`config.mk`:
```
export PLATFORM = sky130hd
export DESIGN_NAME = adcsx_ctrl
export DESIGN_NICKNAME = d
export VERILOG_FILES = /design/src/hdl/adcsx_pkg.sv /design/src/hdl/adcsx_avmm.sv /design/src/hdl/adcsx_ctrl.sv
export SDC_FILE = /design/constraint.sdc
export NUM_CORES = 1
export LEC_CHECK = 0
export BUFFER_PORTS_ARGS = -buffer_cell sky130_fd_sc_hd__buf_2
export CORE_ASPECT_RATIO = 1.4
export CORE_MARGIN = 2
export CORE_UTILIZATION = 42
export DETAILED_ROUTE_END_ITERATION = 7
export GPL_TIMING_DRIVEN = 0
export PLACE_DENSITY = 0.77
export SYNTH_ARGS = -nofsm -noshare
export SYNTH_HDL_FRONTEND = slang
export SYNTH_SLANG_ARGS = --single-unit
```
`constraint.sdc`:
```
create_clock -name clock -period 2.9 [get_ports clock]
set_clock_uncertainty 0.15 [all_clocks]
set_input_delay 0.58 -clock clock [delete_from_list [all_inputs] [get_ports clock]]
set_output_delay 0.58 -clock clock [all_outputs]
set_load 0.05 [all_outputs]
```
`src/hdl/adcsx_pkg.sv`:
```
// Constants, types and decoders for the converter sequence and extra-conversion control block.
// Assumes one 100 MHz clock and a 32-bit Avalon-MM register slave.
package adcsx_pkg;

   // ----------------------------------------
   // Register indices (byte address = 4 x index)
   // ----------------------------------------
   localparam logic [7:0] IDX_SEQ_CFG = 8'hB5;
   localparam logic [7:0] IDX_EXT_CFG = 8'hB6;
   localparam logic [7:0] IDX_IRQ_STAT = 8'hB7;
   localparam logic [7:0] IDX_IRQ_MASK = 8'hB8;

   // ----------------------------------------
   // Field positions
   // ----------------------------------------
   localparam int REF_LSB = 6;
   localparam int DIV_LSB = 4;
   localparam int CH_LSB = 0;
   localparam int STAT_EXTRA_DONE = 0;
   localparam int STAT_BUSY = 4;
   localparam int STAT_PENDING = 5;

   // ----------------------------------------
   // Reset values
   // ----------------------------------------
   localparam logic [1:0] SEQUENCE_REFERENCE_SELECT_RST = 2'h0;
   localparam logic [1:0] SEQUENCE_DECIMATION_SELECT_RST = 2'h1;
   localparam logic [3:0] SCH_RST = 4'h0;
   localparam logic [1:0] EXTRA_REFERENCE_SELECT_RST = 2'h0;
   localparam logic [1:0] EXTRA_DECIMATION_SELECT_RST = 2'h0;
   localparam logic [3:0] ECH_RST = 4'h0;
   localparam logic [3:0] RESULT_CH_RST = 4'hF;

   // ----------------------------------------
   // Channel codes
   // ----------------------------------------
   localparam logic [3:0] CH_SINGLE_LAST = 4'h7;
   localparam logic [3:0] CH_DIFF_FIRST = 4'h8;
   localparam logic [3:0] CH_DIFF_LAST = 4'hB;
   localparam logic [3:0] CH_GROUND = 4'hC;
   localparam logic [3:0] CH_POS_REF = 4'hD;
   localparam logic [3:0] CH_TEMP = 4'hE;
   localparam logic [3:0] CH_FIRST_SINGLE = 4'h0;

   // Source kind driven to the analog multiplexer
   localparam logic [1:0] KIND_SINGLE = 2'h0;
   localparam logic [1:0] KIND_DIFF = 2'h1;
   localparam logic [1:0] KIND_INTERNAL = 2'h2;

   typedef enum logic [1:0] {ADCSX_IDLE, ADCSX_SEQ, ADCSX_EXTRA} adcsx_state_t;

   // Decimation code to rate
   function automatic logic [9:0] dec_rate(input logic [1:0] code);
      case (code)
         2'h0: dec_rate = 10'h040;
         2'h1: dec_rate = 10'h080;
         2'h2: dec_rate = 10'h100;
         default: dec_rate = 10'h200;
      endcase
   endfunction : dec_rate

   // Decimation code to resolution in bits
   function automatic logic [3:0] dec_res(input logic [1:0] code);
      case (code)
         2'h0: dec_res = 4'h7;
         2'h1: dec_res = 4'h9;
         2'h2: dec_res = 4'hA;
         default: dec_res = 4'hC;
      endcase
   endfunction : dec_res

   // Channel code to source kind
   function automatic logic [1:0] chan_kind(input logic [3:0] ch);
      if (ch <= CH_SINGLE_LAST) begin
         chan_kind = KIND_SINGLE;
      end else if (ch <= CH_DIFF_LAST) begin
         chan_kind = KIND_DIFF;
      end else begin
         chan_kind = KIND_INTERNAL;
      end
   endfunction : chan_kind

endpackage : adcsx_pkg

```
`src/hdl/adcsx_avmm.sv`:
```
// Avalon-MM slave front end with one wait cycle per access.
// Assumes the master holds its request until it sees waitrequest low.
`timescale 1ns/10ps
`default_nettype none
module adcsx_avmm (
   // Clock and reset
   input wire logic clock,
   input wire logic rstn,
   // Avalon-MM slave
   input wire logic [9:0] address,
   input wire logic read,
   input wire logic write,
   input wire logic [31:0] writedata,
   input wire logic [3:0] byteenable,
   output logic [31:0] readdata,
   output logic waitrequest,
   // Register file side
   input wire logic [7:0] rd_data,
   output logic acc_wr,
   output logic [7:0] acc_idx,
   output logic [7:0] acc_wdata
);
   logic wait_r;
   logic wait_nxt;
   logic [31:0] rdata_r;
   logic [31:0] rdata_nxt;

   // ----------------------------------------
   // Handshake
   // ----------------------------------------
   always_comb begin
      wait_nxt = !((read || write) && wait_r);
      rdata_nxt = rdata_r;
      if (read && wait_r) begin
         rdata_nxt = {24'h0000_00, rd_data};
      end
   end

   always_ff @(posedge clock or negedge rstn) begin
      if (!rstn) begin
         wait_r <= 1'b1;
         rdata_r <= 32'h0000_0000;
      end else begin
         wait_r <= wait_nxt;
         rdata_r <= rdata_nxt;
      end
   end

   // Write takes effect on the edge where waitrequest is seen low
   assign acc_wr = write && !wait_r && byteenable[0];
   assign acc_idx = address[9:2];
   assign acc_wdata = writedata[7:0];
   assign readdata = rdata_r;
   assign waitrequest = wait_r;

endmodule : adcsx_avmm
`default_nettype wire

```
`src/hdl/adcsx_ctrl.sv`:
```
// Sequence and extra-conversion control for a delta-sigma converter.
// Assumes conv_done and seq_start come from logic on the same clock.
//
// Behaviour
// - Sequence reference field picks internal, input 7, supply or differential 6-7.
// - Sequence decimation field sets rate and resolution, 64/7 up to 512/12.
// - Sequence end field: 0 to 7 single inputs, 8 to 11 differential pairs.
// - Sequence end above 11 gives a single conversion of that source only.
// - Reading sequence end returns held result channel plus one.
// - Codes 0-7 single, 8-11 pairs, 12 ground, 13 reference, 14 temperature.
// - Extra reference field picks internal, input 7, supply or differential 6-7.
// - Extra decimation: 64/7, 128/9, 256/10, 512/12.
// - Extra conversion requested during a sequence runs after the sequence ends.
// - Extra channel write while idle starts one conversion at once.
// - Extra channel field clears to zero when extra conversion finishes with no extra write in that cycle.
// - Extra fields use the same codes as the sequence fields.
// - Extra completion raises an interrupt; sequence completions raise none.
`timescale 1ns/10ps
`default_nettype none
module adcsx_ctrl (
   // Clock and reset
   input wire logic clock,
   input wire logic rstn,
   // Avalon-MM slave
   input wire logic [9:0] address,
   input wire logic read,
   input wire logic write,
   input wire logic [31:0] writedata,
   input wire logic [3:0] byteenable,
   output logic [31:0] readdata,
   output logic waitrequest,
   // Converter core
   input wire logic seq_start,
   input wire logic conv_done,
   output logic conv_start,
   output logic [3:0] conv_channel,
   output logic [1:0] conv_kind,
   output logic [1:0] conv_reference,
   output logic [9:0] conv_decim_rate,
   output logic [3:0] conv_resolution,
   output logic conv_extra,
   // Status
   output logic [3:0] result_channel,
   output logic busy,
   output logic irq
);
   logic acc_wr;
   logic [7:0] acc_idx;
   logic [7:0] acc_wdata;
   logic [7:0] rd_data;
   logic wr_seq;
   logic wr_ext;
   logic last_ch;
   logic [3:0] first_ch;

   adcsx_pkg::adcsx_state_t state_r, state_nxt;
   logic [1:0] sequence_reference_select_r, sequence_reference_select_nxt;
   logic [1:0] sequence_decimation_select_r, sequence_decimation_select_nxt;
   logic [3:0] sch_r, sch_nxt;
   logic [1:0] extra_reference_select_r, extra_reference_select_nxt;
   logic [1:0] extra_decimation_select_r, extra_decimation_select_nxt;
   logic [3:0] ech_r, ech_nxt;
   logic pend_r, pend_nxt;
   logic [3:0] seq_ch_r, seq_ch_nxt;
   logic [3:0] res_ch_r, res_ch_nxt;
   logic stat_r, stat_nxt;
   logic mask_r, mask_nxt;
   logic irq_r, irq_nxt;
   logic busy_r, busy_nxt;
   logic start_r, start_nxt;
   logic [3:0] ch_r, ch_nxt;
   logic [1:0] kind_r, kind_nxt;
   logic [1:0] ref_r, ref_nxt;
   logic [9:0] rate_r, rate_nxt;
   logic [3:0] res_r, res_nxt;
   logic extra_r, extra_nxt;

   adcsx_avmm u_avmm (
      .clock(clock),
      .rstn(rstn),
      .address(address),
      .read(read),
      .write(write),
      .writedata(writedata),
      .byteenable(byteenable),
      .readdata(readdata),
      .waitrequest(waitrequest),
      .rd_data(rd_data),
      .acc_wr(acc_wr),
      .acc_idx(acc_idx),
      .acc_wdata(acc_wdata)
   );

   // ----------------------------------------
   // Read mux
   // ----------------------------------------
   always_comb begin
      case (acc_idx)
         adcsx_pkg::IDX_SEQ_CFG: rd_data = {sequence_reference_select_r, sequence_decimation_select_r, 4'(res_ch_r + 4'h1)};
         adcsx_pkg::IDX_EXT_CFG: rd_data = {extra_reference_select_r, extra_decimation_select_r, ech_r};
         adcsx_pkg::IDX_IRQ_STAT: rd_data = {2'h0, pend_r, busy_r, 3'h0, stat_r};
         adcsx_pkg::IDX_IRQ_MASK: rd_data = {7'h00, mask_r};
         default: rd_data = 8'h00;
      endcase
   end

   assign wr_seq = acc_wr && (acc_idx == adcsx_pkg::IDX_SEQ_CFG);
   assign wr_ext = acc_wr && (acc_idx == adcsx_pkg::IDX_EXT_CFG);

   // Sequence bounds
   always_comb begin
      if (sch_r <= adcsx_pkg::CH_SINGLE_LAST) begin
         first_ch = adcsx_pkg::CH_FIRST_SINGLE;
      end else if (sch_r <= adcsx_pkg::CH_DIFF_LAST) begin
         first_ch = adcsx_pkg::CH_DIFF_FIRST;
      end else begin
         first_ch = sch_r;
      end
   end
   assign last_ch = (sch_r > adcsx_pkg::CH_DIFF_LAST) || (seq_ch_r >= sch_r);

   // ----------------------------------------
   // Control next state
   // ----------------------------------------
   always_comb begin
      state_nxt = state_r;
      sequence_reference_select_nxt = sequence_reference_select_r;
      sequence_decimation_select_nxt = sequence_decimation_select_r;
      sch_nxt = sch_r;
      extra_reference_select_nxt = extra_reference_select_r;
      extra_decimation_select_nxt = extra_decimation_select_r;
      ech_nxt = ech_r;
      pend_nxt = pend_r;
      seq_ch_nxt = seq_ch_r;
      res_ch_nxt = res_ch_r;
      stat_nxt = stat_r;
      mask_nxt = mask_r;
      start_nxt = 1'b0;
      ch_nxt = ch_r;
      kind_nxt = kind_r;
      ref_nxt = ref_r;
      rate_nxt = rate_r;
      res_nxt = res_r;
      extra_nxt = extra_r;
      if (wr_seq) begin
         sequence_reference_select_nxt = acc_wdata[adcsx_pkg::REF_LSB +: 2];
         sequence_decimation_select_nxt = acc_wdata[adcsx_pkg::DIV_LSB +: 2];
         sch_nxt = acc_wdata[adcsx_pkg::CH_LSB +: 4];
      end
      if (wr_ext) begin
         extra_reference_select_nxt = acc_wdata[adcsx_pkg::REF_LSB +: 2];
         extra_decimation_select_nxt = acc_wdata[adcsx_pkg::DIV_LSB +: 2];
         ech_nxt = acc_wdata[adcsx_pkg::CH_LSB +: 4];
         pend_nxt = 1'b1;
      end
      if (acc_wr && (acc_idx == adcsx_pkg::IDX_IRQ_MASK)) begin
         mask_nxt = acc_wdata[adcsx_pkg::STAT_EXTRA_DONE];
      end
      if (acc_wr && (acc_idx == adcsx_pkg::IDX_IRQ_STAT) && acc_wdata[adcsx_pkg::STAT_EXTRA_DONE]) begin
         stat_nxt = 1'b0;
      end
      case (state_r)
         adcsx_pkg::ADCSX_IDLE: begin
            if (pend_nxt) begin
               state_nxt = adcsx_pkg::ADCSX_EXTRA;
               start_nxt = 1'b1;
               ch_nxt = ech_nxt;
               kind_nxt = adcsx_pkg::chan_kind(ech_nxt);
               ref_nxt = extra_reference_select_nxt;
               rate_nxt = adcsx_pkg::dec_rate(extra_decimation_select_nxt);
               res_nxt = adcsx_pkg::dec_res(extra_decimation_select_nxt);
               extra_nxt = 1'b1;
            end else if (seq_start) begin
               state_nxt = adcsx_pkg::ADCSX_SEQ;
               seq_ch_nxt = first_ch;
               start_nxt = 1'b1;
               ch_nxt = first_ch;
               kind_nxt = adcsx_pkg::chan_kind(first_ch);
               ref_nxt = sequence_reference_select_nxt;
               rate_nxt = adcsx_pkg::dec_rate(sequence_decimation_select_nxt);
               res_nxt = adcsx_pkg::dec_res(sequence_decimation_select_nxt);
               extra_nxt = 1'b0;
            end
         end
         adcsx_pkg::ADCSX_SEQ: begin
            if (conv_done) begin
               res_ch_nxt = seq_ch_r;
               if (last_ch && pend_nxt) begin
                  state_nxt = adcsx_pkg::ADCSX_EXTRA;
                  start_nxt = 1'b1;
                  ch_nxt = ech_nxt;
                  kind_nxt = adcsx_pkg::chan_kind(ech_nxt);
                  ref_nxt = extra_reference_select_nxt;
                  rate_nxt = adcsx_pkg::dec_rate(extra_decimation_select_nxt);
                  res_nxt = adcsx_pkg::dec_res(extra_decimation_select_nxt);
                  extra_nxt = 1'b1;
               end else if (last_ch) begin
                  state_nxt = adcsx_pkg::ADCSX_IDLE;
               end else begin
                  seq_ch_nxt = 4'(seq_ch_r + 4'h1);
                  start_nxt = 1'b1;
                  ch_nxt = 4'(seq_ch_r + 4'h1);
                  kind_nxt = adcsx_pkg::chan_kind(4'(seq_ch_r + 4'h1));
                  ref_nxt = sequence_reference_select_nxt;
                  rate_nxt = adcsx_pkg::dec_rate(sequence_decimation_select_nxt);
                  res_nxt = adcsx_pkg::dec_res(sequence_decimation_select_nxt);
                  extra_nxt = 1'b0;
               end
            end
         end
         adcsx_pkg::ADCSX_EXTRA: begin
            if (conv_done) begin
               state_nxt = adcsx_pkg::ADCSX_IDLE;
               res_ch_nxt = ch_r;
               stat_nxt = 1'b1;
               pend_nxt = wr_ext;
               if (!wr_ext) begin
                  ech_nxt = adcsx_pkg::ECH_RST;
               end
            end
         end
         default: state_nxt = adcsx_pkg::ADCSX_IDLE;
      endcase
      busy_nxt = (state_nxt != adcsx_pkg::ADCSX_IDLE);
      irq_nxt = stat_nxt && mask_nxt;
   end

   always_ff @(posedge clock or negedge rstn) begin
      if (!rstn) begin
         state_r <= adcsx_pkg::ADCSX_IDLE;
         sequence_reference_select_r <= adcsx_pkg::SEQUENCE_REFERENCE_SELECT_RST;
         sequence_decimation_select_r <= adcsx_pkg::SEQUENCE_DECIMATION_SELECT_RST;
         sch_r <= adcsx_pkg::SCH_RST;
         extra_reference_select_r <= adcsx_pkg::EXTRA_REFERENCE_SELECT_RST;
         extra_decimation_select_r <= adcsx_pkg::EXTRA_DECIMATION_SELECT_RST;
         ech_r <= adcsx_pkg::ECH_RST;
         pend_r <= 1'b0;
         seq_ch_r <= 4'h0;
         res_ch_r <= adcsx_pkg::RESULT_CH_RST;
         stat_r <= 1'b0;
         mask_r <= 1'b0;
         irq_r <= 1'b0;
         busy_r <= 1'b0;
         start_r <= 1'b0;
         ch_r <= 4'h0;
         kind_r <= adcsx_pkg::KIND_SINGLE;
         ref_r <= 2'h0;
         rate_r <= 10'h000;
         res_r <= 4'h0;
         extra_r <= 1'b0;
      end else begin
         state_r <= state_nxt;
         sequence_reference_select_r <= sequence_reference_select_nxt;
         sequence_decimation_select_r <= sequence_decimation_select_nxt;
         sch_r <= sch_nxt;
         extra_reference_select_r <= extra_reference_select_nxt;
         extra_decimation_select_r <= extra_decimation_select_nxt;
         ech_r <= ech_nxt;
         pend_r <= pend_nxt;
         seq_ch_r <= seq_ch_nxt;
         res_ch_r <= res_ch_nxt;
         stat_r <= stat_nxt;
         mask_r <= mask_nxt;
         irq_r <= irq_nxt;
         busy_r <= busy_nxt;
         start_r <= start_nxt;
         ch_r <= ch_nxt;
         kind_r <= kind_nxt;
         ref_r <= ref_nxt;
         rate_r <= rate_nxt;
         res_r <= res_nxt;
         extra_r <= extra_nxt;
      end
   end

   assign conv_start = start_r;
   assign conv_channel = ch_r;
   assign conv_kind = kind_r;
   assign conv_reference = ref_r;
   assign conv_decim_rate = rate_r;
   assign conv_resolution = res_r;
   assign conv_extra = extra_r;
   assign result_channel = res_ch_r;
   assign busy = busy_r;
   assign irq = irq_r;
endmodule : adcsx_ctrl
`default_nettype wire

```
==> metrics.md <==
| Metric | Value |
|---|---|
| Clock transition at path regs | around 0.050 ns |
| Vias per cell | 5.201 |
| YS warnings | 0 |
| First-pass GRT wire length | 14320 um |
| Number of synthesized flops with an enable pin | 0 |
| Die Y | 112.0 um |
| H-tree Lvls | 3 |
| Final setup vio count | 0 |
| Clk root buf | clkbuf_16 |
| Setup TNS | 0 ns |
| Clock sinks | 58 |
| Worst hold margin | 0.1631 ns |
| Most frequent cell after synthesis | dfrtp_1 |
| CP Data Arrival Time | 2.80 ns |
| Routed Antenna Nets | 0 |
| Grt total ovfl | 0 |
| Startpoint Class | input port |
| Io pins | 115 |
| Vias in the first global route | 2899 |
| Synth area leader | dfrtp_1 |
| Crit path kind | input port to flop |
| Final period utilization | 94.46% |
| Hold Crit Class | input port to async pin |
| Synth top area cells | dfrtp_1 (37%), buf_4 (7.5%), ha_1 (5.7%) |
| Post-CTS setup buffers | 0 |
| Avg Cell Area, Syn | 9.513 um2 |
| CTS tree | yes |
| Crit. End Element | flop |
| Outcome | complete, no violations |
| Critical Path Start | address[8] |
| Placed Instance Area | around 4000 um2 |
| DRC Markers | 0 |
| Largest net degree at the start of global routing | slightly below 60 |
| Clock latency on the worst-skew pair | 0.33 ns |
| Dpl hpwl | between 6000 and 7000 um |
| Relative slew slack | 51.59% |
| Initial antenna violation count | 0 |
| Die ar. | 9092 um2 |
| Clock Tree Buf Depth | 2 |
| FP Rows | 39 |
| WL final | 8873 um |
| RR Startpoint | u_avmm.waitrequest |
| VDD IR-drop max | about 0.00050 V |
| RD Place Congestion | around 0.9 |
| Final Hold Viols | 0 |
| Pwr per Cell Area | roughly 840 nW/um2 |
| Cell area after synthesis | 3501 um2 |
| Leakage | between 2 and 2.5 nW |
| Tmin final | 2.739 ns |
| Post-place setup slack | -0.3636 ns |
| Initial Util | 42.96% |
| Synth cell types | 54 |
| Max Cap Viol | 0 |
| Initial drt markers | 204 |
| RSZ-0062 raised after global routing | false |
| Worst Path Required | slightly below 3 ns |
| Worst-Margin Slew | 0.7261 ns |
| Fin cells | 568 |
| Area share of the largest cell type after synthesis | between 30% and 40% |
| # nets final | 529 |
| Die extent in x | between 80 and 90 um |
| Antenna cells | 0 |
| WL/cell | 15.62 um |
| Post-synth ARST share | between 90% and 100% |
| Vias after detailed routing | 2954 |
| Synth Instances | between 300 and 400 |
| PnR worst setup slack | 0.1606 ns |
| I/O Buffers | 53 |
| Final Max Slew Viols | 0 |
| Cell total after placement | 552 |
| Register area share after synthesis | a little over two fifths |
| Power Total | 3.654 mW |
| Layout Utilization | a little over half |
| Synth top cells by count | dfrtp_1 (52), nand2_1 (36), buf_4 (35) |
| Seq cells post-synth | 58 |
| Proportion of layout cells with a drive suffix above 1 | between 20 and 30% |
| Core area | between 8000 and 9000 um2 |
| Worst-path fanout max | 10 |
| Max Freq | about 370 MHz |
| Top_reg_cell synth | dfrtp_1 |
| Design area | 4363 um2 |
| CTS buffer count | 9 |
| P&R area growth vs syn | 24.62% |
| Gr usage total | roughly a fifth |
| TritonRoute pass-1 iters | 4 |
==> layout make-up <==
class	instances	area (um2)
Fill cell	755	3786
Clock inverter	2	60.06
Tap cell	102	127.6
Clock buffer	14	264.0
Buffer	47	320.3
Sequential cell	58	1460
Timing Repair Buffer	53	267.8
Multi-Input combinational cell	281	1822
Inverter	11	41.29
==> where the power goes <==
group          switching [mW]  leakage (nW)  internal [mW]
logic                   0.943          1.33          0.419
clock network           0.355         0.157          0.799
registers               0.159         0.707          0.978
total                    1.46          2.19           2.20
==> cells by family after synthesis <==
family / count (synthesis) / share of synthesized area, %
flops: 58 / 41.67
mux: 26 / 7.934
fa+ha+maj: 16 / 5.718
other cells: 1 / 0.1071
buf+inv: 58 / 10.33
xor+xnor: 3 / 0.7507
simple gates: 109 / 15.33
compound gates: 97 / 18.16
==> what timing repair did <==
action	in CTS	in global routing
cloned	0	0
pin swaps	0	1
gates resized for setup	3	4
hold buffers	0	0
endpoints found under the setup margin	14	15
==> layer usage <==
| layer | part of all wire, % | up-vias | track usage, % |
|---|---|---|---|
| li1 | - | 1441 | - |
| met1 | 40 | 1382 | 24.28 |
| met2 | 51 | 110 | 35.26 |
| met3 | 6.2 | 21 | 5.386 |
| met4 | 3.3 | 0 | 11.07 |
| met5 | 0 | - | 0 |
==> state kept, by name (all words and copies together), names as in the netlist, 2 cells and up <==
name	flops
extra_reference_select_r	2
seq_ch_r	4
sequence_reference_select_r	2
result_channel	4
conv_channel	4
conv_decim_rate	4
ech_r	4
state_r	2
sequence_decimation_select_r	2
conv_reference	2
conv_kind	2
conv_resolution	4
u_avmm.readdata	8
sch_r	4
extra_decimation_select_r	2
==> path summary, 6_finish.rpt <==
path / end / slack [ns] / cells past startpoint
worst max-delay path: conv_resolution[2] / 0.16 / 10
worst max register to register: conv_resolution[2] / 0.19 / 9
min in group clock: u_avmm.waitrequest / 0.29 / 2
worst min-delay path: seq_ch_r[1] / 0.16 / 1
worst min register to register: u_avmm.readdata[2] / 0.32 / 2
max in group asynchronous: seq_ch_r[0] / 1.93 / 1
==> critical path, cell delays in order <==
cell and delay (ns):
buf_2 0.10, and4b_1 0.35, nand3_1 0.14, nor2_1 0.22, buf_2 0.34, mux2i_4 0.35
inv_1 0.12, ha_1 0.29, mux2i_1 0.06, mux2_2 0.26
==> placed cells by master (no fill, tap or decap), types with 3 or more instances in the layout <==
master	count
buf_2	56
dfrtp_1	51
buf_4	36
nand2_1	36
conb_1	30
nor2_1	28
a21oi_1	27
o21ai_0	25
ha_1	16
mux2_2	13
nand3_1	11
a22o_1	11
inv_1	10
mux2i_1	10
clkbuf_1	10
nand2b_1	9
clkbuf_16	9
o22ai_1	6
a31oi_1	6
dfstp_2	6
nor2b_1	4
nand4_1	3
No activity file was read; power rests on OpenSTA's default activity.
